<file path="config.mk">
export PLATFORM = sky130hd
export DESIGN_NAME = acs_sequencer
export DESIGN_NICKNAME = d
export VERILOG_FILES = /design/src/acs_pkg.sv /design/src/acs_clock_divider.sv /design/src/acs_result_format.sv /design/src/acs_sequencer.sv
export SDC_FILE = /design/constraint.sdc
export NUM_CORES = 1
export LEC_CHECK = 0
export ABC_CLOCK_PERIOD_IN_PS = 4600
export BUFFER_PORTS_ARGS = -buffer_cell sky130_fd_sc_hd__buf_2
export CORE_MARGIN = 2
export CORE_UTILIZATION = 45
export CTS_BUF_LIST = sky130_fd_sc_hd__clkbuf_4
export CTS_CLUSTER_DIAMETER = 120
export CTS_CLUSTER_SIZE = 16
export DETAILED_ROUTE_END_ITERATION = 7
export GPL_ROUTABILITY_DRIVEN = 0
export PLACE_DENSITY_LB_ADDON = 0.25
export SETUP_SLACK_MARGIN = 0.15
export SYNTH_ARGS = -nofsm -noshare
export SYNTH_HDL_FRONTEND = slang
export SYNTH_SLANG_ARGS = --single-unit
</file>
<file path="constraint.sdc">
create_clock -name pclk -period 4.6 [get_ports pclk]
set_input_delay 0.23 -clock pclk [delete_from_list [all_inputs] [get_ports pclk]]
set_output_delay 0.23 -clock pclk [all_outputs]
set_load 0.01 [all_outputs]
</file>
<file path="src/acs_pkg.sv">
// Shared constants, types and decode helpers for the conversion sequencer.
// Assumes a single 200 MHz system clock and an APB register port.
package acs_pkg;

  ////////////////////////////////////////////////////////////////////////////
  // Register byte offsets
  localparam logic [7:0] ACS_CTRL0_OFS = 8'h00;
  localparam logic [7:0] ACS_CTRL1_OFS = 8'h04;
  localparam logic [7:0] ACS_CTRL2_OFS = 8'h08;
  localparam logic [7:0] ACS_RESH_OFS = 8'h0c;
  localparam logic [7:0] ACS_RESL_OFS = 8'h10;
  localparam logic [7:0] ACS_IRQ_OFS = 8'h14;

  ////////////////////////////////////////////////////////////////////////////
  // Field positions
  localparam int ACS_START_POS = 0;
  localparam int ACS_POWER_POS = 1;
  localparam int ACS_CHAN_POS = 2;
  localparam int ACS_BUSY_POS = 7;
  localparam int ACS_CLKSEL_POS = 0;
  localparam int ACS_SRC_POS = 4;
  localparam int ACS_FMT_POS = 8;
  localparam int ACS_REF_POS = 0;
  localparam int ACS_GAIN_POS = 2;
  localparam int ACS_AMPIN_POS = 5;
  localparam int ACS_GIE_POS = 0;
  localparam int ACS_CIE_POS = 1;
  localparam int ACS_REQ_POS = 2;

  ////////////////////////////////////////////////////////////////////////////
  // Values after reset
  localparam logic [5:0] ACS_CTRL0_RST = 6'h00;
  localparam logic [8:0] ACS_CTRL1_RST = 9'h000;
  localparam logic [6:0] ACS_CTRL2_RST = 7'h00;
  localparam logic [1:0] ACS_IRQ_RST = 2'h0;
  localparam logic [11:0] ACS_CODE_RST = 12'h000;
  localparam logic [7:0] ACS_BYTE_RST = 8'h00;
  localparam logic [6:0] ACS_DIV_RST = 7'h00;

  ////////////////////////////////////////////////////////////////////////////
  // Cycle counts, in converter clock periods, and the result MSB index
  localparam logic [3:0] ACS_SAMPLE_PERIODS = 4'h4;
  localparam logic [3:0] ACS_CONVERT_PERIODS = 4'hc;
  localparam logic [3:0] ACS_SAMPLE_LAST = ACS_SAMPLE_PERIODS - 4'h1;
  localparam logic [3:0] ACS_CONVERT_LAST = ACS_CONVERT_PERIODS - 4'h1;
  localparam logic [3:0] ACS_MSB_INDEX = 4'hb;

  ////////////////////////////////////////////////////////////////////////////
  // Types
  typedef enum logic [1:0] {
    ACS_IDLE = 2'b00,
    ACS_SAMPLE = 2'b01,
    ACS_CONVERT = 2'b11,
    ACS_DONE = 2'b10
  } acs_state_e;

  // Controls toward the analog converter core
  typedef struct packed {
    logic power_on;
    logic sample_hold;
    logic ext_connect;
    logic [3:0] source_sel;
    logic [3:0] channel_sel;
    logic [1:0] reference_sel;
    logic [1:0] amp_input;
    logic [2:0] amp_gain;
    logic [11:0] trial_code;
  } acs_analog_s;

  ////////////////////////////////////////////////////////////////////////////
  // Source codes 0000, 0100 and 11xx route an external pin
  function automatic logic acs_is_external(input logic [3:0] src);
    return (src == 4'h0) || (src == 4'h4) || (src[3:2] == 2'b11);
  endfunction

endpackage

</file>
<file path="src/acs_clock_divider.sv">
// Power-of-two divider making the converter clock period tick.
// Assumes restart is a same-clock pulse from the sequencer.
`timescale 1ns/1ps
`default_nettype none
module acs_clock_divider
  import acs_pkg::*;
(
  // Clock and reset
  input wire logic pclk,
  input wire logic presetn,
  // Control
  input wire logic restart,
  input wire logic [2:0] clock_sel,
  // One-cycle pulse at the end of each converter period
  output logic tick
);

  logic [6:0] count_q;
  logic [6:0] terminal;

  ////////////////////////////////////////////////////////////////////////////
  // RQ6 RQ17 ratio from select
  // Code 0 ends every cycle; each step doubles, up to 128
  assign terminal = 7'((8'h01 << clock_sel) - 8'h01);
  // Lowering the select ends the running period instead of wrapping at 128
  assign tick = (count_q >= terminal);

  // Restart aligns the first period to the launch
  always_ff @(posedge pclk or negedge presetn) begin
    if (!presetn) begin
      count_q <= ACS_DIV_RST;
    end else if (restart || tick) begin
      count_q <= ACS_DIV_RST;
    end else begin
      count_q <= count_q + 7'h01;
    end
  end
endmodule
`default_nettype wire

</file>
<file path="src/acs_result_format.sv">
// Arranges the 12-bit code into the high and low result bytes.
// Pure combinational; the caller registers the bytes.
`timescale 1ns/1ps
`default_nettype none
module acs_result_format
  import acs_pkg::*;
(
  // Code and format
  input wire logic [11:0] code,
  input wire logic format_sel,
  // Byte images
  output logic [7:0] high_byte,
  output logic [7:0] low_byte
);

  ////////////////////////////////////////////////////////////////////////////
  // RQ11 byte arrangement
  // 0: left aligned in high byte; 1: right aligned, top nibble zero
  always_comb begin
    if (format_sel) begin
      high_byte = {4'h0, code[11:8]};
      low_byte = code[7:0];
    end else begin
      high_byte = code[11:4];
      low_byte = {code[3:0], 4'h0};
    end
  end

endmodule
`default_nettype wire

</file>
<file path="src/acs_sequencer.sv">
// Conversion sequencer for a 12-bit successive-approximation converter.
// Assumes an APB master on pclk and an analog core with a comparator pin.
//
// Operation
// RQ1 - Four periods sampling, twelve converting, sixteen in total.
// RQ2 - Start bit low, high, low begins a conversion.
// RQ3 - Busy flag stays high throughout a conversion.
// RQ4 - At the end busy drops and result bytes update.
// RQ5 - Conversion runs in hardware; processor never stalled.
// RQ6 - Converter clock divided from system clock by select field.
// RQ7 - Converter powered only while enable bit is one.
// RQ8 - Enable zero switches converter circuits fully off.
// RQ9 - Sources 0000, 0100, 11xx convert the selected external channel.
// RQ10 - Internal sources disconnect the external channel automatically.
// RQ11 - Result format bit arranges bits in the two bytes.
// RQ12 - Reference select chosen; amplifier input and gain apply.
// RQ13 - Interrupt delivered only with global and converter enables set.
// RQ14 - Result is a 12-bit unsigned code, full scale FFF.
// RQ15 - Software configures pin function before external conversions.
// RQ16 - Completion sets the converter interrupt request flag.
// RQ17 - Clock select divides by two to the code, up to 128.
// RQ18 - Busy set as soon as a conversion is launched.
// RQ19 - Start rising edge aborts; falling edge launches.
// RQ20 - After reset busy reads zero, converter powered off.
`timescale 1ns/1ps
`default_nettype none
module acs_sequencer
  import acs_pkg::*;
(
  // APB slave
  input wire logic pclk,
  input wire logic presetn,
  input wire logic psel,
  input wire logic penable,
  input wire logic pwrite,
  input wire logic [7:0] paddr,
  input wire logic [31:0] pwdata,
  output logic [31:0] prdata,
  output logic pready,
  output logic pslverr,
  // Analog converter core
  input wire logic comparator_high,
  output acs_analog_s analog_ctrl,
  // Interrupt toward the core
  output logic conv_irq
);

  ////////////////////////////////////////////////////////////////////////////
  // Declarations
  logic [5:0] ctrl0_q;
  logic [8:0] ctrl1_q;
  logic [6:0] ctrl2_q;
  logic [1:0] irq_en_q;
  logic conv_irq_request_q;
  logic start_prev_q;
  logic conv_busy_flag_q;
  acs_state_e state_q;
  logic [3:0] period_q;
  logic [11:0] sar_q;
  logic [7:0] result_high_byte_q;
  logic [7:0] result_low_byte_q;
  logic [31:0] prdata_q;
  logic [2:0] comp_sync_q;
  logic comp_q;
  logic access;
  logic wr_en;
  logic addr_hit;
  logic [31:0] rd_data;
  logic start_bit;
  logic conv_power_enable;
  logic [3:0] external_channel_select;
  logic [2:0] conv_clock_select;
  logic [3:0] input_source_select;
  logic result_format_select;
  logic [1:0] reference_select;
  logic global_irq_enable;
  logic conv_irq_enable;
  logic start_rise;
  logic start_fall;
  logic launch;
  logic tick;
  logic [3:0] bit_idx;
  logic [7:0] fmt_high;
  logic [7:0] fmt_low;

  // Field views of the control registers
  assign start_bit = ctrl0_q[ACS_START_POS];
  assign conv_power_enable = ctrl0_q[ACS_POWER_POS];
  assign external_channel_select = ctrl0_q[ACS_CHAN_POS +: 4];
  assign conv_clock_select = ctrl1_q[ACS_CLKSEL_POS +: 3];
  assign input_source_select = ctrl1_q[ACS_SRC_POS +: 4];
  assign result_format_select = ctrl1_q[ACS_FMT_POS];
  assign reference_select = ctrl2_q[ACS_REF_POS +: 2];
  assign global_irq_enable = irq_en_q[ACS_GIE_POS];
  assign conv_irq_enable = irq_en_q[ACS_CIE_POS];

  ////////////////////////////////////////////////////////////////////////////
  // APB decode
  // RQ5 zero-wait slave
  // Every access completes at once, so the core never waits on a conversion
  assign access = psel && penable;
  assign wr_en = access && pwrite && addr_hit;
  assign pready = access;
  assign pslverr = access && !addr_hit;
  assign prdata = prdata_q;

  always_comb begin
    addr_hit = (paddr == ACS_CTRL0_OFS) || (paddr == ACS_CTRL1_OFS) ||
               (paddr == ACS_CTRL2_OFS) || (paddr == ACS_RESH_OFS) ||
               (paddr == ACS_RESL_OFS) || (paddr == ACS_IRQ_OFS);
  end

  // Read mux; unused bits read zero
  always_comb begin
    rd_data = 32'h0000_0000;
    unique case (paddr)
      ACS_CTRL0_OFS: begin
        rd_data[5:0] = ctrl0_q;
        rd_data[ACS_BUSY_POS] = conv_busy_flag_q;
      end
      ACS_CTRL1_OFS: rd_data[8:0] = ctrl1_q;
      ACS_CTRL2_OFS: rd_data[6:0] = ctrl2_q;
      ACS_RESH_OFS: rd_data[7:0] = result_high_byte_q;
      ACS_RESL_OFS: rd_data[7:0] = result_low_byte_q;
      ACS_IRQ_OFS: begin
        rd_data[1:0] = irq_en_q;
        rd_data[ACS_REQ_POS] = conv_irq_request_q;
      end
      default: rd_data = 32'h0000_0000;
    endcase
  end

  // Read data captured in the setup cycle, stable through access
  always_ff @(posedge pclk or negedge presetn) begin
    if (!presetn) begin
      prdata_q <= 32'h0000_0000;
    end else if (psel && !penable && !pwrite) begin
      prdata_q <= rd_data;
    end
  end

  ////////////////////////////////////////////////////////////////////////////
  // Control registers
  // RQ20 reset powers down
  always_ff @(posedge pclk or negedge presetn) begin
    if (!presetn) begin
      ctrl0_q <= ACS_CTRL0_RST;
      ctrl1_q <= ACS_CTRL1_RST;
      ctrl2_q <= ACS_CTRL2_RST;
      irq_en_q <= ACS_IRQ_RST;
    end else if (wr_en) begin
      if (paddr == ACS_CTRL0_OFS) begin
        ctrl0_q <= pwdata[5:0];
      end
      if (paddr == ACS_CTRL1_OFS) begin
        ctrl1_q <= pwdata[8:0];
      end
      if (paddr == ACS_CTRL2_OFS) begin
        ctrl2_q <= pwdata[6:0];
      end
      if (paddr == ACS_IRQ_OFS) begin
        irq_en_q <= pwdata[1:0];
      end
    end
  end

  ////////////////////////////////////////////////////////////////////////////
  // Start bit edges
  // RQ2 low-high-low pulse
  // A fall can only follow a rise, so the full pulse is implied
  always_ff @(posedge pclk or negedge presetn) begin
    if (!presetn) begin
      start_prev_q <= 1'b0;
    end else begin
      start_prev_q <= start_bit;
    end
  end

  assign start_rise = start_bit && !start_prev_q;
  assign start_fall = !start_bit && start_prev_q;
  // RQ7 launch needs power
  assign launch = start_fall && conv_power_enable;

  ////////////////////////////////////////////////////////////////////////////
  // Comparator synchroniser; a change counts once stages two and three agree
  always_ff @(posedge pclk or negedge presetn) begin
    if (!presetn) begin
      comp_sync_q <= 3'h0;
      comp_q <= 1'b0;
    end else begin
      comp_sync_q <= {comp_sync_q[1:0], comparator_high};
      if (comp_sync_q[1] == comp_sync_q[2]) begin
        comp_q <= comp_sync_q[2];
      end
    end
  end

  ////////////////////////////////////////////////////////////////////////////
  // Converter clock
  // RQ6 divided period tick
  acs_clock_divider u_divider (
    .pclk(pclk),
    .presetn(presetn),
    .restart(launch || start_rise),
    .clock_sel(conv_clock_select),
    .tick(tick)
  );

  ////////////////////////////////////////////////////////////////////////////
  // Sequencer and successive approximation
  // Slow periods leave settling to the analog core; the sync adds 4 cycles
  assign bit_idx = ACS_MSB_INDEX - period_q;

  // RQ1 sample then convert
  always_ff @(posedge pclk or negedge presetn) begin
    if (!presetn) begin
      state_q <= ACS_IDLE;
      period_q <= 4'h0;
      sar_q <= ACS_CODE_RST;
    end else if (start_rise || !conv_power_enable) begin
      // RQ19 rise aborts sequencer
      state_q <= ACS_IDLE;
      period_q <= 4'h0;
    end else if (launch) begin
      state_q <= ACS_SAMPLE;
      period_q <= 4'h0;
    end else begin
      unique case (state_q)
        ACS_IDLE: begin
          period_q <= 4'h0;
        end
        ACS_SAMPLE: begin
          if (tick) begin
            if (period_q == ACS_SAMPLE_LAST) begin
              state_q <= ACS_CONVERT;
              period_q <= 4'h0;
              sar_q <= ACS_CODE_RST;
            end else begin
              period_q <= period_q + 4'h1;
            end
          end
        end
        ACS_CONVERT: begin
          // RQ14 one bit per period
          if (tick) begin
            sar_q[bit_idx] <= comp_q;
            if (period_q == ACS_CONVERT_LAST) begin
              state_q <= ACS_DONE;
            end else begin
              period_q <= period_q + 4'h1;
            end
          end
        end
        ACS_DONE: begin
          state_q <= ACS_IDLE;
        end
      endcase
    end
  end

  // RQ18 busy on launch
  // RQ3 busy held throughout
  always_ff @(posedge pclk or negedge presetn) begin
    if (!presetn) begin
      conv_busy_flag_q <= 1'b0;
    end else if (start_rise || !conv_power_enable) begin
      conv_busy_flag_q <= 1'b0;
    end else if (launch) begin
      // A launch in the done cycle must keep busy high
      conv_busy_flag_q <= 1'b1;
    end else if (state_q == ACS_DONE) begin
      conv_busy_flag_q <= 1'b0;
    end
  end

  ////////////////////////////////////////////////////////////////////////////
  // Result bytes
  acs_result_format u_format (
    .code(sar_q),
    .format_sel(result_format_select),
    .high_byte(fmt_high),
    .low_byte(fmt_low)
  );

  // RQ4 results on completion
  always_ff @(posedge pclk or negedge presetn) begin
    if (!presetn) begin
      result_high_byte_q <= ACS_BYTE_RST;
      result_low_byte_q <= ACS_BYTE_RST;
    end else if (state_q == ACS_DONE) begin
      result_high_byte_q <= fmt_high;
      result_low_byte_q <= fmt_low;
    end
  end

  ////////////////////////////////////////////////////////////////////////////
  // Interrupt request flag
  // RQ16 set on completion
  // Writing zero clears; a completion in the same cycle wins
  always_ff @(posedge pclk or negedge presetn) begin
    if (!presetn) begin
      conv_irq_request_q <= 1'b0;
    end else if (state_q == ACS_DONE) begin
      conv_irq_request_q <= 1'b1;
    end else if (wr_en && paddr == ACS_IRQ_OFS && !pwdata[ACS_REQ_POS]) begin
      conv_irq_request_q <= 1'b0;
    end
  end

  // RQ13 both enables gate
  assign conv_irq = conv_irq_request_q && global_irq_enable &&
                    conv_irq_enable;

  ////////////////////////////////////////////////////////////////////////////
  // Analog controls
  always_comb begin
    // RQ8 power follows enable
    analog_ctrl.power_on = conv_power_enable;
    analog_ctrl.sample_hold = (state_q == ACS_SAMPLE);
    // RQ9 external routing
    // RQ10 internal disconnects pin
    analog_ctrl.ext_connect = conv_power_enable &&
                              acs_is_external(input_source_select);
    analog_ctrl.source_sel = input_source_select;
    analog_ctrl.channel_sel = external_channel_select;
    // RQ12 reference and amplifier
    analog_ctrl.reference_sel = reference_select;
    analog_ctrl.amp_input = ctrl2_q[ACS_AMPIN_POS +: 2];
    analog_ctrl.amp_gain = ctrl2_q[ACS_GAIN_POS +: 3];
    analog_ctrl.trial_code = (state_q == ACS_CONVERT) ?
                             (sar_q | (12'h001 << bit_idx)) : sar_q;
  end
endmodule
`default_nettype wire

</file>
==> summary.txt, run 1 <==
Run status
  – Outcome: completed

Timing
  – Final setup fails: 0
  – Slew margin rel.: 0.2630
  – RSZ-0062 raised after global routing: no
  – Worst-Margin Slew: 1.106 ns
  – Setup_tns: 0 ns
  – Final Max Tran Viols: 0
  – Hold Vio Cnt, Final: 0
  – WHS: 0.03282 ns
  – Final period utilization: 0.7464
  – Minimum clock period: about 3.4 ns
  – Clock Skew: 0.02875 ns
  – Max Fclk: about 290 MHz

Detailed routing
  – WL/cell: ~16 um
  – TritonRoute pass-1 iters: 4
  – Via density: 5.429
  – Routed wire length: 10060 um
  – Via count: 3518
  – # DRC: 0
  – Routed Antenna Nets: 0
  – DRT iter0 DRCs: between 200 and 250

Layout
  – Ant. Diodes: 0
  – Layout cells sized above 1: 0.2285
  – Fillers: 948
  – Area Overhead vs Synth: 8.403%
  – Layout Nets: 572

Floorplan
  – Die width: about 110 um
  – Die footprint: 11150 sq um
  – I/O pin count: about 110
  – Core Footprint: 10180 sq um
  – Initial core utilization: 0.4561
  – Die Y: 105.6 um
  – Row cnt: 37

CTS
  – Clock slew at reported path FFs: 0.16 ns
  – H-tree Lvls: 3
  – Clock Latency Late Sink: around 0.44 ns
  – Gates resized, CTS repair: 0
  – Clock root buffer: clkbuf_4
  – Cts bufs inserted: 9
  – CTS Sinks: 81
  – CTS tree: yes
  – CTS Buffer Depth: 2

Global routing
  – Largest net degree at the start of global routing: a little over 80
  – First-pass GRT wire length: 16650 um
  – Antenna violations before repair: 0
  – Gr ovfl total: 0
  – Vias in the first global route: between 3000 and 4000
  – Overall Global Routing Usage: 0.1852

Logic synthesis
  – Synth top area cells: dfrtp_1 (44%), mux2_2 (6.5%), buf_4 (5.2%), ha_1 (5.1%), mux2i_1 (3.9%)
  – Compound-Gate Fraction of Synth Area: 0.1597
  – Mapped Area: 4646 sq um
  – Xor/xnor share of the synthesized area: 0.01320
  – Share of the synthesized area in the top cell type: 0.4363
  – Area fraction in and, or, nand and nor cells after synthesis: 0.1433
  – Ys flop type: dfrtp_1
  – Synth warn: 0
  – Adder-cell share of the synthesized area: 0.05333
  – Yosys reg bits: 81
  – Register area share after synthesis: 0.4363
  – Yosys cell types: 55
  – Synth area leader: dfrtp_1
  – Asr flop ratio synth: 1.000
  – Number of synthesized flops with an enable pin: 0
  – Post-synthesis mux area share: 0.1042
  – Post-synth top cells: dfrtp_1 (81), nand2_1 (47), buf_4 (32), o21ai_0 (29), mux2_2 (27)
  – Main combinational cell family by area after synthesis: compound AO/OA/AOI/OAI gates
  – Post-Synthesis Cells: 467
  – Most common cell in the netlist: dfrtp_1
  – Post-synthesis average cell area: 9.948 sq um

Critical path
  – Critical path class: flip-flop to flip-flop
  – Worst reg-to-reg path cell count: 10
  – Kind of end point of the critical path: flip-flop
  – Startpoint types: flip-flop
  – CP Data Arrival Time: 3.77 ns
  – Max Fanout on Critical Path: 9
  – Required time worst endpoint: slightly below 5 ns

Min path
  – Hold path depth: 2
  – Hold/Removal Path Class: input pin to flip-flop

Pwr
  – P_leak: between 2 and 2.5 nW
  – P per Cell Area: 276.2 nW/um^2
  – Max IR drop VDD: 0.0001665 V

Placed design
  – IO buf count: 64
  – Post-DP HPWL: 7178 um

Job
  – Max cap viols: 0
[report_power, final]
group	internal (mW)	switching, mW
Combinational	0.0870	0.136
Clock	0.120	0.277
Sequential	0.741	0.0297
Total	0.948	0.443
[cell families after synthesis]
family | Yosys count
compound gates | 106
xor+xnor | 7
fa+ha+maj | 20
buf+inv | 75
flops | 81
mux | 45
other cells | 1
simple gates | 132
[worst max-delay path, stage by stage (launching register included)]
cell	delay (ns)
dfrtp_1	0.50
or3_1	0.46
ha_1	0.28
nor3_1	0.21
a21o_1	0.10
a21oi_1	0.06
ha_1	0.30
nand4_1	0.12
o311ai_0	0.81
nand4_1	0.24
o31ai_1	0.26
[per-stage QoR]
step / instance area [sq um] / setup WS, ns / std cells / utilization / power (mW)
floorplan: 4728 / 1.362 / 489 / - / 0.9588
global placement: 4867 / 1.311 / 628 / 0.4779 / 0.9964
detailed placement: 4867 / 1.194 / 628 / 0.4779 / 1.005
CTS: 5026 / 1.166 / 647 / 0.4935 / 1.402
global route: 5036 / 0.8727 / 648 / 0.4945 / 1.471
finish: 5036 / 1.167 / 648 / 0.4945 / 1.391
[cells in the final DEF (no fill, tap or decap), types with 3 or more instances in the layout]
cell           count
a21o_1            10
a21oi_1           19
a22o_1             4
a22oi_1            5
a2bb2oi_1          4
a31o_2             3
a31oi_1            3
a32o_1            12
and3_1             5
buf_2             63
buf_4              3
clkbuf_4           9
conb_1            23
dfrtp_1           81
dlygate4sd3_1      4
ha_1              19
inv_1             12
mux2_2            27
mux2i_1           18
nand2_1           47
nand2b_1           7
nand3_1           12
nand4_1            4
nor2_1            21
nor2b_1            6
nor3_1             6
o21ai_0           29
or4_1             12
xnor2_1            4
xor2_1             3
[repair_timing]
action | in CTS | in global routing
endpoints found under the setup margin | 0 | 0
setup buffers | 0 | 0
hold endpoints to repair | 55 | 1
hold buffers | 3 | 1
[registers in the layout, summed over array words and instances, names as in the netlist, 2 cells and up]
signal,flops
comp_sync_q,3
ctrl0_q,6
ctrl1_q,9
ctrl2_q,7
irq_en_q,2
period_q,4
prdata,9
result_high_byte_q,8
result_low_byte_q,8
sar_q,12
state_q,2
u_divider.count_q,7
[path summary, 6_finish.rpt]
check                                    startpoint  slack (ns)                  endpoint
max                          ctrl1_q[1]$_DFFE_PN0P_        1.17   period_q[3]$_DFFE_PN0P_
min                                       pwdata[5]        0.03    ctrl2_q[5]$_DFFE_PN0P_
max reg2reg                  ctrl1_q[1]$_DFFE_PN0P_        1.17   period_q[3]$_DFFE_PN0P_
min reg2reg                comp_sync_q[0]$_DFF_PN0_        0.37  comp_sync_q[1]$_DFF_PN0_
max in group asynchronous                   presetn        3.43      sar_q[8]$_DFFE_PN0P_
min in group asynchronous                   presetn        0.51    ctrl2_q[2]$_DFFE_PN0P_
[routing by layer]
metal | part of all wire | up-vias | wire [um] | GRT usage
met3 | 0.051 | 12 | 518 | 0.02907
met4 | 0.011 | 0 | 112 | 0.05733
met5 | 0 | - | 0 | 0
met1 | 0.49 | 1691 | 4884 | 0.2734
met2 | 0.45 | 109 | 4547 | 0.2802
li1 | - | 1706 | - | -
[area by class of cell]
type	count	area, sq um	share of cell area
inverter	12	45.04	0.008944
timing repair buffer	70	377.9	0.07503
clock buffer	9	67.56	0.01342
tap	136	170.2	0.03379
clock inverter	7	61.31	0.01217
multi-input combinational	333	2287	0.4542
sequential	81	2027	0.4025
(Power assumes the default switching activity.)
==> run 2: changes to the inputs <==
- ABC_CLOCK_PERIOD_IN_PS: 4600 -> 3210
- clock period: 4.6 -> 3.21 ns (I/O delays scaled with it)
==> summary.txt, run 2 (synthesis results as in run 1) <==
Layout
  – FF+latch area: 2027 sq um
  – Area Overhead vs Synth: 13.65%
  – Multi-input gate area: approximately 2300 sq um
  – Final core utilization: 0.5184
  – Layout cells sized above 1: 0.2613
  – Layout Nets: ~590
  – Max reg flops: 12
  – Biggest register: sar_q
  – Ant. Diodes: 0
  – Fillers: between 900 and 1000
  – Commonest non-fill, non-tap cell in the layout: dfrtp_1
  – Most frequent cells in the layout: dfrtp_1 (81), buf_2 (63), nand2_1 (47)

Critical path
  – CP Data Arrival Time: 3.37 ns
  – Max Fanout on Critical Path: 7
  – Startpoint types: flip-flop
  – Required time worst endpoint: 3.52 ns
  – Critical path class: flip-flop to flip-flop
  – Kind of end point of the critical path: flip-flop

Floorplan
  – Die Y: about 110 um
  – Core Footprint: 10180 sq um
  – I/O pin count: about 110
  – Initial core utilization: 0.4561
  – Die width: between 100 and 150 um
  – Row cnt: 37
  – Die footprint: roughly 11000 sq um

Detailed routing
  – WL/cell: 16.09 um
  – Routed wire length: 10750 um
  – DRT iter0 DRCs: 147
  – Via density: 5.476
  – # DRC: 0
  – Via count: 3658
  – TritonRoute pass-1 iters: 4
  – Routed Antenna Nets: 0

Pwr
  – Clk pwr share: 0.265
  – Combinational share of power: 0.223
  – Final Power: 2.156 mW
  – Part of the power in registers: 0.512
  – P per Cell Area: 408.3 nW/um^2
  – P_leak: 2.612 nW
  – Internal Power: around 1.5 mW
  – NetSw: 0.6874 mW
  – Max IR drop VDD: 0.0002403 V
  – Sw Share: 0.3188

Timing
  – Worst-Margin Slew: 1.026 ns
  – RSZ-0062 raised after global routing: yes
  – Clock Skew: 0.02029 ns
  – Final setup fails: 0
  – Hold Vio Cnt, Final: 0
  – Final Max Tran Viols: 0
  – Max Fclk: 326.9 MHz
  – Final WS setup: about 0.15 ns
  – Slew margin rel.: 0.3161
  – Minimum clock period: 3.059 ns
  – Setup_tns: 0 ns
  – Final period utilization: 0.9528

Placed design
  – IO buf count: 64
  – Post-DP HPWL: ~7400 um
  – Pre-CTS WS: -0.1430 ns

CTS
  – H-tree Lvls: 3
  – Clock Latency Late Sink: around 0.43 ns
  – Clock slew at reported path FFs: 0.14 ns
  – CTS tree: yes
  – CTS Sinks: a little over 80
  – CTS Buffer Depth: 2
  – Clock root buffer: clkbuf_4
  – Cts bufs inserted: 9

Job
  – Max cap viols: 0

Global routing
  – Met2 usage: 0.3203
  – Largest net degree at the start of global routing: 82
  – Met3 Use GR: 0.04205
  – Gr ovfl total: 0
  – GRT busiest layer: met2
  – Overall Global Routing Usage: 0.1991
  – Met1 Resource Use GR: 0.2782
  – Vias in the first global route: 3529
  – First-pass GRT wire length: 18010 um
  – Antenna violations before repair: 0

Min path
  – Hold/Removal Path Class: input pin to flip-flop

Run status
  – Outcome: completed
-- run 2: cell count changes in the layout (fill, tap and decap cells not counted), sizes merged --
cell,before,now
buf,66,79
dlygate4sd3,4,10
clkbuf,9,10
-- run 2: metrics by stage --
| step | hold WS (ns) | std cells | cell area (sq um) |
|---|---|---|---|
| final | 0.03133 | 668 | 5280 |
| after global routing | 0.002308 | 668 | 5280 |
| after CTS | 0.003718 | 662 | 5191 |
| after detailed placement | 0.2698 | 634 | 4935 |
| after global placement | 0.2678 | 634 | 4935 |
| after floorplan | -0.1351 | 489 | 4765 |
-- run 2: critical path, cell delays in order (launching register included) --
cell	delay, ns
dfrtp_1	0.40
or3_4	0.41
ha_4	0.20
nor3_2	0.10
a21o_1	0.10
a21oi_1	0.06
ha_1	0.30
nand4_1	0.13
o311a_4	0.37
buf_8	0.14
or4_1	0.52
a32o_1	0.23
-- run 2: layout make-up --
class / count / area share
Clock buffer: 9 / 0.01280
Sequential cell: 81 / 0.3839
Clock inverter: 7 / 0.01161
Inverter: 12 / 0.008531
Timing Repair Buffer: 90 / 0.1076
Tap cell: 136 / 0.03223
Multi-Input combinational cell: 333 / 0.4434
-- run 2: repair_timing --
action	CTS	global route
hold buffers	10	0
pin swaps	2	5
hold endpoints to repair	99	0
cloned	0	1
buffers inserted	2	5
resized for setup	2	8
setup endpoints to repair	12	21
-- run 2: worst paths after layout --
check,start,to,slack [ns],cells past startpoint
worst max-delay path,ctrl1_q[0]$_DFFE_PN0P_,sar_q[10]$_DFFE_PN0P_,0.15,11
worst min-delay path,pwdata[0],ctrl1_q[0]$_DFFE_PN0P_,0.03,2
worst max register to register,ctrl1_q[0]$_DFFE_PN0P_,sar_q[10]$_DFFE_PN0P_,0.15,11
worst min register to register,comp_sync_q[0]$_DFF_PN0_,comp_sync_q[1]$_DFF_PN0_,0.37,0
max in group asynchronous,presetn,sar_q[10]$_DFFE_PN0P_,2.11,2
min in group asynchronous,presetn,ctrl0_q[1]$_DFFE_PN0P_,0.44,2
-- run 2: per-layer routing --
| metal | vias to the layer above | routed length [um] | share of wire |
|---|---|---|---|
| met5 | - | 0 | 0 |
| met4 | 0 | 84 | 0.0078 |
| met3 | 7 | 539 | 0.050 |
| met2 | 107 | 5103 | 0.47 |
| met1 | 1796 | 5020 | 0.47 |
| li1 | 1748 | - | - |
-- run 2: power groups by stage --
stage,sequential [mW],combinational [mW],clock (mW)
3_3_place_gp,1.12,0.331,0
2_1_floorplan,1.11,0.264,0
3_5_place_dp,1.12,0.345,0
4_1_cts,1.10,0.383,0.590
5_1_grt,1.11,0.524,0.647
6_report,1.10,0.481,0.571
==> run 3: changes to the inputs <==
- CTS_CLUSTER_DIAMETER: 120 -> unset
- SYNTH_HIERARCHICAL: unset -> 1
==> summary.txt, run 3 <==
Critical path
  – Max Fanout on Critical Path: 8
  – Worst r2r src: ctrl1_q[1]$_DFFE_PN0P_
  – Required time worst endpoint: 3.57 ns
  – Critical path class: flip-flop to flip-flop
  – Kind of end point of the critical path: flip-flop
  – Critical-path cell list: or3_1 -> ha_1 -> nand2b_1 -> nand3_1 -> a21oi_1 -> or2_2 -> inv_1 -> or3_1 -> nor3_1 -> a22o_1
  – Critical R2R Capture: sar_q[2]$_DFFE_PN0P_
  – Worst reg-to-reg path cell count: 10
  – CP Data Arrival Time: 3.31 ns
  – Reg2Reg Setup Slack: 0.25 ns
  – CP most frequent cell: or3_1
  – Startpoint types: flip-flop
  – CP max stage delay: 0.50 ns
  – Cell at the slowest stage of the critical path: nor3_1
  – Critical path origin: ctrl1_q[1]$_DFFE_PN0P_
  – Bufs and invs on worst path: 1
  – Critical path's top delay family: simple AND/OR/NAND/NOR gates

Placed design
  – Post-DP HPWL: just over 7000 um
  – IO buf count: 64

Run status
  – Outcome: completed

Floorplan
  – Core Footprint: 10180 sq um
  – I/O pin count: 111
  – Die Y: 105.8 um
  – Initial core utilization: 0.4581
  – Die width: 105.8 um
  – Die footprint: 11200 sq um
  – Row cnt: 37

Global routing
  – Gr ovfl total: 0
  – Met1 Resource Use GR: 0.2782
  – Overall Global Routing Usage: 0.1926
  – First-pass GRT wire length: 17130 um
  – Met3 Use GR: 0.03030
  – GRT busiest layer: met2
  – Vias in the first global route: 3309
  – Antenna violations before repair: 0
  – Met2 usage: 0.2908
  – Largest net degree at the start of global routing: 82

Layout
  – Area Overhead vs Synth: 11.21%
  – Layout Nets: 582
  – Most frequent cells in the layout: nand2_1 (86), dfrtp_1 (81), buf_2 (63)
  – Max reg flops: 12
  – Layout cells sized above 1: 0.2548
  – Commonest non-fill, non-tap cell in the layout: nand2_1
  – Biggest register: sar_q
  – Ant. Diodes: 0

Logic synthesis
  – Post-synthesis average cell area: 10.14 sq um
  – Synth warn: 6
  – Register area share after synthesis: 0.4344
  – Asr flop ratio synth: 1.000
  – Yosys cell types: just over 50
  – Synth top area cells: dfrtp_1 (43%), mux2_2 (8.2%), nand2_1 (6.9%), buf_4 (5.1%), ha_1 (4.8%)
  – Yosys reg bits: just over 80
  – Mapped Area: 4666 sq um
  – Ys flop type: dfrtp_1
  – Share of the synthesized area in the top cell type: 0.4344
  – Number of synthesized flops with an enable pin: 0
  – Most common cell in the netlist: nand2_1
  – Post-synth top cells: nand2_1 (86), dfrtp_1 (81), mux2_2 (34), buf_4 (32), a21o_1 (21)
  – Post-Synthesis Cells: 460
  – Synth area leader: dfrtp_1

Timing
  – Final setup fails: 0
  – Worst-Margin Slew: 1.003 ns
  – Clock Skew: 0.01791 ns
  – Setup_tns: 0 ns
  – Final Max Tran Viols: 0
  – Hold Vio Cnt, Final: 0
  – Slew margin rel.: 0.3313
  – RSZ-0062 raised after global routing: no
  – Max Fclk: 338.4 MHz
  – Minimum clock period: 2.955 ns
  – Final period utilization: 0.9207

Detailed routing
  – Via density: between 5 and 6
  – Routed Antenna Nets: 0
  – TritonRoute pass-1 iters: 4
  – WL/cell: 15.39 um
  – Via count: 3433
  – Routed wire length: 10130 um
  – DRT iter0 DRCs: 159
  – # DRC: 0

CTS
  – CTS Buffer Depth: 2
  – CTS tree: yes
  – H-tree Lvls: 3
  – Clock slew at reported path FFs: 0.15 ns
  – CTS Sinks: 81
  – Clock Latency Late Sink: 0.43 ns
  – Clock root buffer: clkbuf_4
  – Cts bufs inserted: 9

Min path
  – WHS Endpoint: prdata[8]$_DFFE_PN0P_
  – Hold path depth: 4
  – Hold/Removal Path Class: input pin to flip-flop
  – HP Start: pwrite

Pwr
  – P per Cell Area: 371.2 nW/um^2
  – Final Power: 1.926 mW
  – Max IR drop VDD: 0.0001871 V
  – P_leak: 2.699 nW

Job
  – Max cap viols: 0
[run 3: changes by cell type after synthesis, moves of 12 or more]
cell and delta:
or4_1 -12, nor2_1 -13, a21oi_1 -12, a32o_1 -12, o21ai_0 -17, nand2_1 +39
[run 3: layout make-up]
type	instances	area [sq um]
clock buffers	9	67.56
clock inverters	6	115.1
fillers	967	4996
inverters	11	41.29
multi-input cells	336	2305
flip-flops and latches	81	2027
well taps	136	170.2
repair buffers	79	462.9
[run 3: kinds of logic (layout without fill, tap and decap cells)]
group / Yosys count / count (layout) / synth area share
adder cells (fa/ha/maj): 21 / 21 / 0.05471
multiplexers: 47 / 47 / 0.1201
AND/OR/NAND/NOR: 171 / 171 / 0.1845
XOR/XNOR: 6 / 6 / 0.01126
buffers and inverters: 65 / 105 / 0.09037
flip-flops: 81 / 81 / 0.4344
other: 1 / 23 / 0.0008037
AO/OA/AOI/OAI: 68 / 68 / 0.1038
[run 3: worst register-to-register path: cells and delay by family (launching register included)]
family	cells	cell delay, ns
fa+ha+maj	1	0.28
compound gates	2	0.40
buf+inv	1	0.07
simple gates	6	1.68
flops	1	0.47
[run 3: worst max-delay path by stage]
stage,slack [ns],to,cells past startpoint
2_1_floorplan,0.44,sar_q[10]$_DFFE_PN0P_,10
3_3_place_gp,0.42,sar_q[0]$_DFFE_PN0P_,10
3_5_place_dp,0.35,sar_q[2]$_DFFE_PN0P_,10
4_1_cts,0.31,sar_q[2]$_DFFE_PN0P_,10
5_1_grt,0.16,sar_q[2]$_DFFE_PN0P_,10
6_report,0.25,sar_q[2]$_DFFE_PN0P_,10
[run 3: what timing repair did]
action	4_1_cts	5_1_grt
hold buffers	10	1
gates resized for setup	0	1
setup endpoints to repair	0	4
endpoints found under the hold margin	102	2
setup buffers	0	0
[run 3: where the power goes]
part	switching (mW)	total, mW	internal [mW]
Sequential	0.00976	1.04	1.03
Clock	0.371	0.766	0.396
Combinational	0.0771	0.121	0.0434
Total	0.457	1.93	1.47
[run 3: per-stage QoR]
step | area [sq um] | hold slack [ns] | utilization | cells | setup slack [ns]
2_1_floorplan | 4748 | -0.1351 | - | 482 | 0.4418
3_3_place_gp | 4891 | 0.2689 | 0.4802 | 632 | 0.4158
3_5_place_dp | 4891 | 0.2698 | 0.4802 | 632 | 0.3504
4_1_cts | 5174 | 0.0006425 | 0.5080 | 657 | 0.3080
5_1_grt | 5189 | 0.1248 | 0.5095 | 658 | 0.1626
6_report | 5189 | 0.1251 | 0.5095 | 658 | 0.2547
[run 3: per-layer routing]
layer,vias up,wire length (um)
li1,1669,-
met2,105,4529
met5,-,0
met1,1644,4847
met3,15,578
met4,0,172
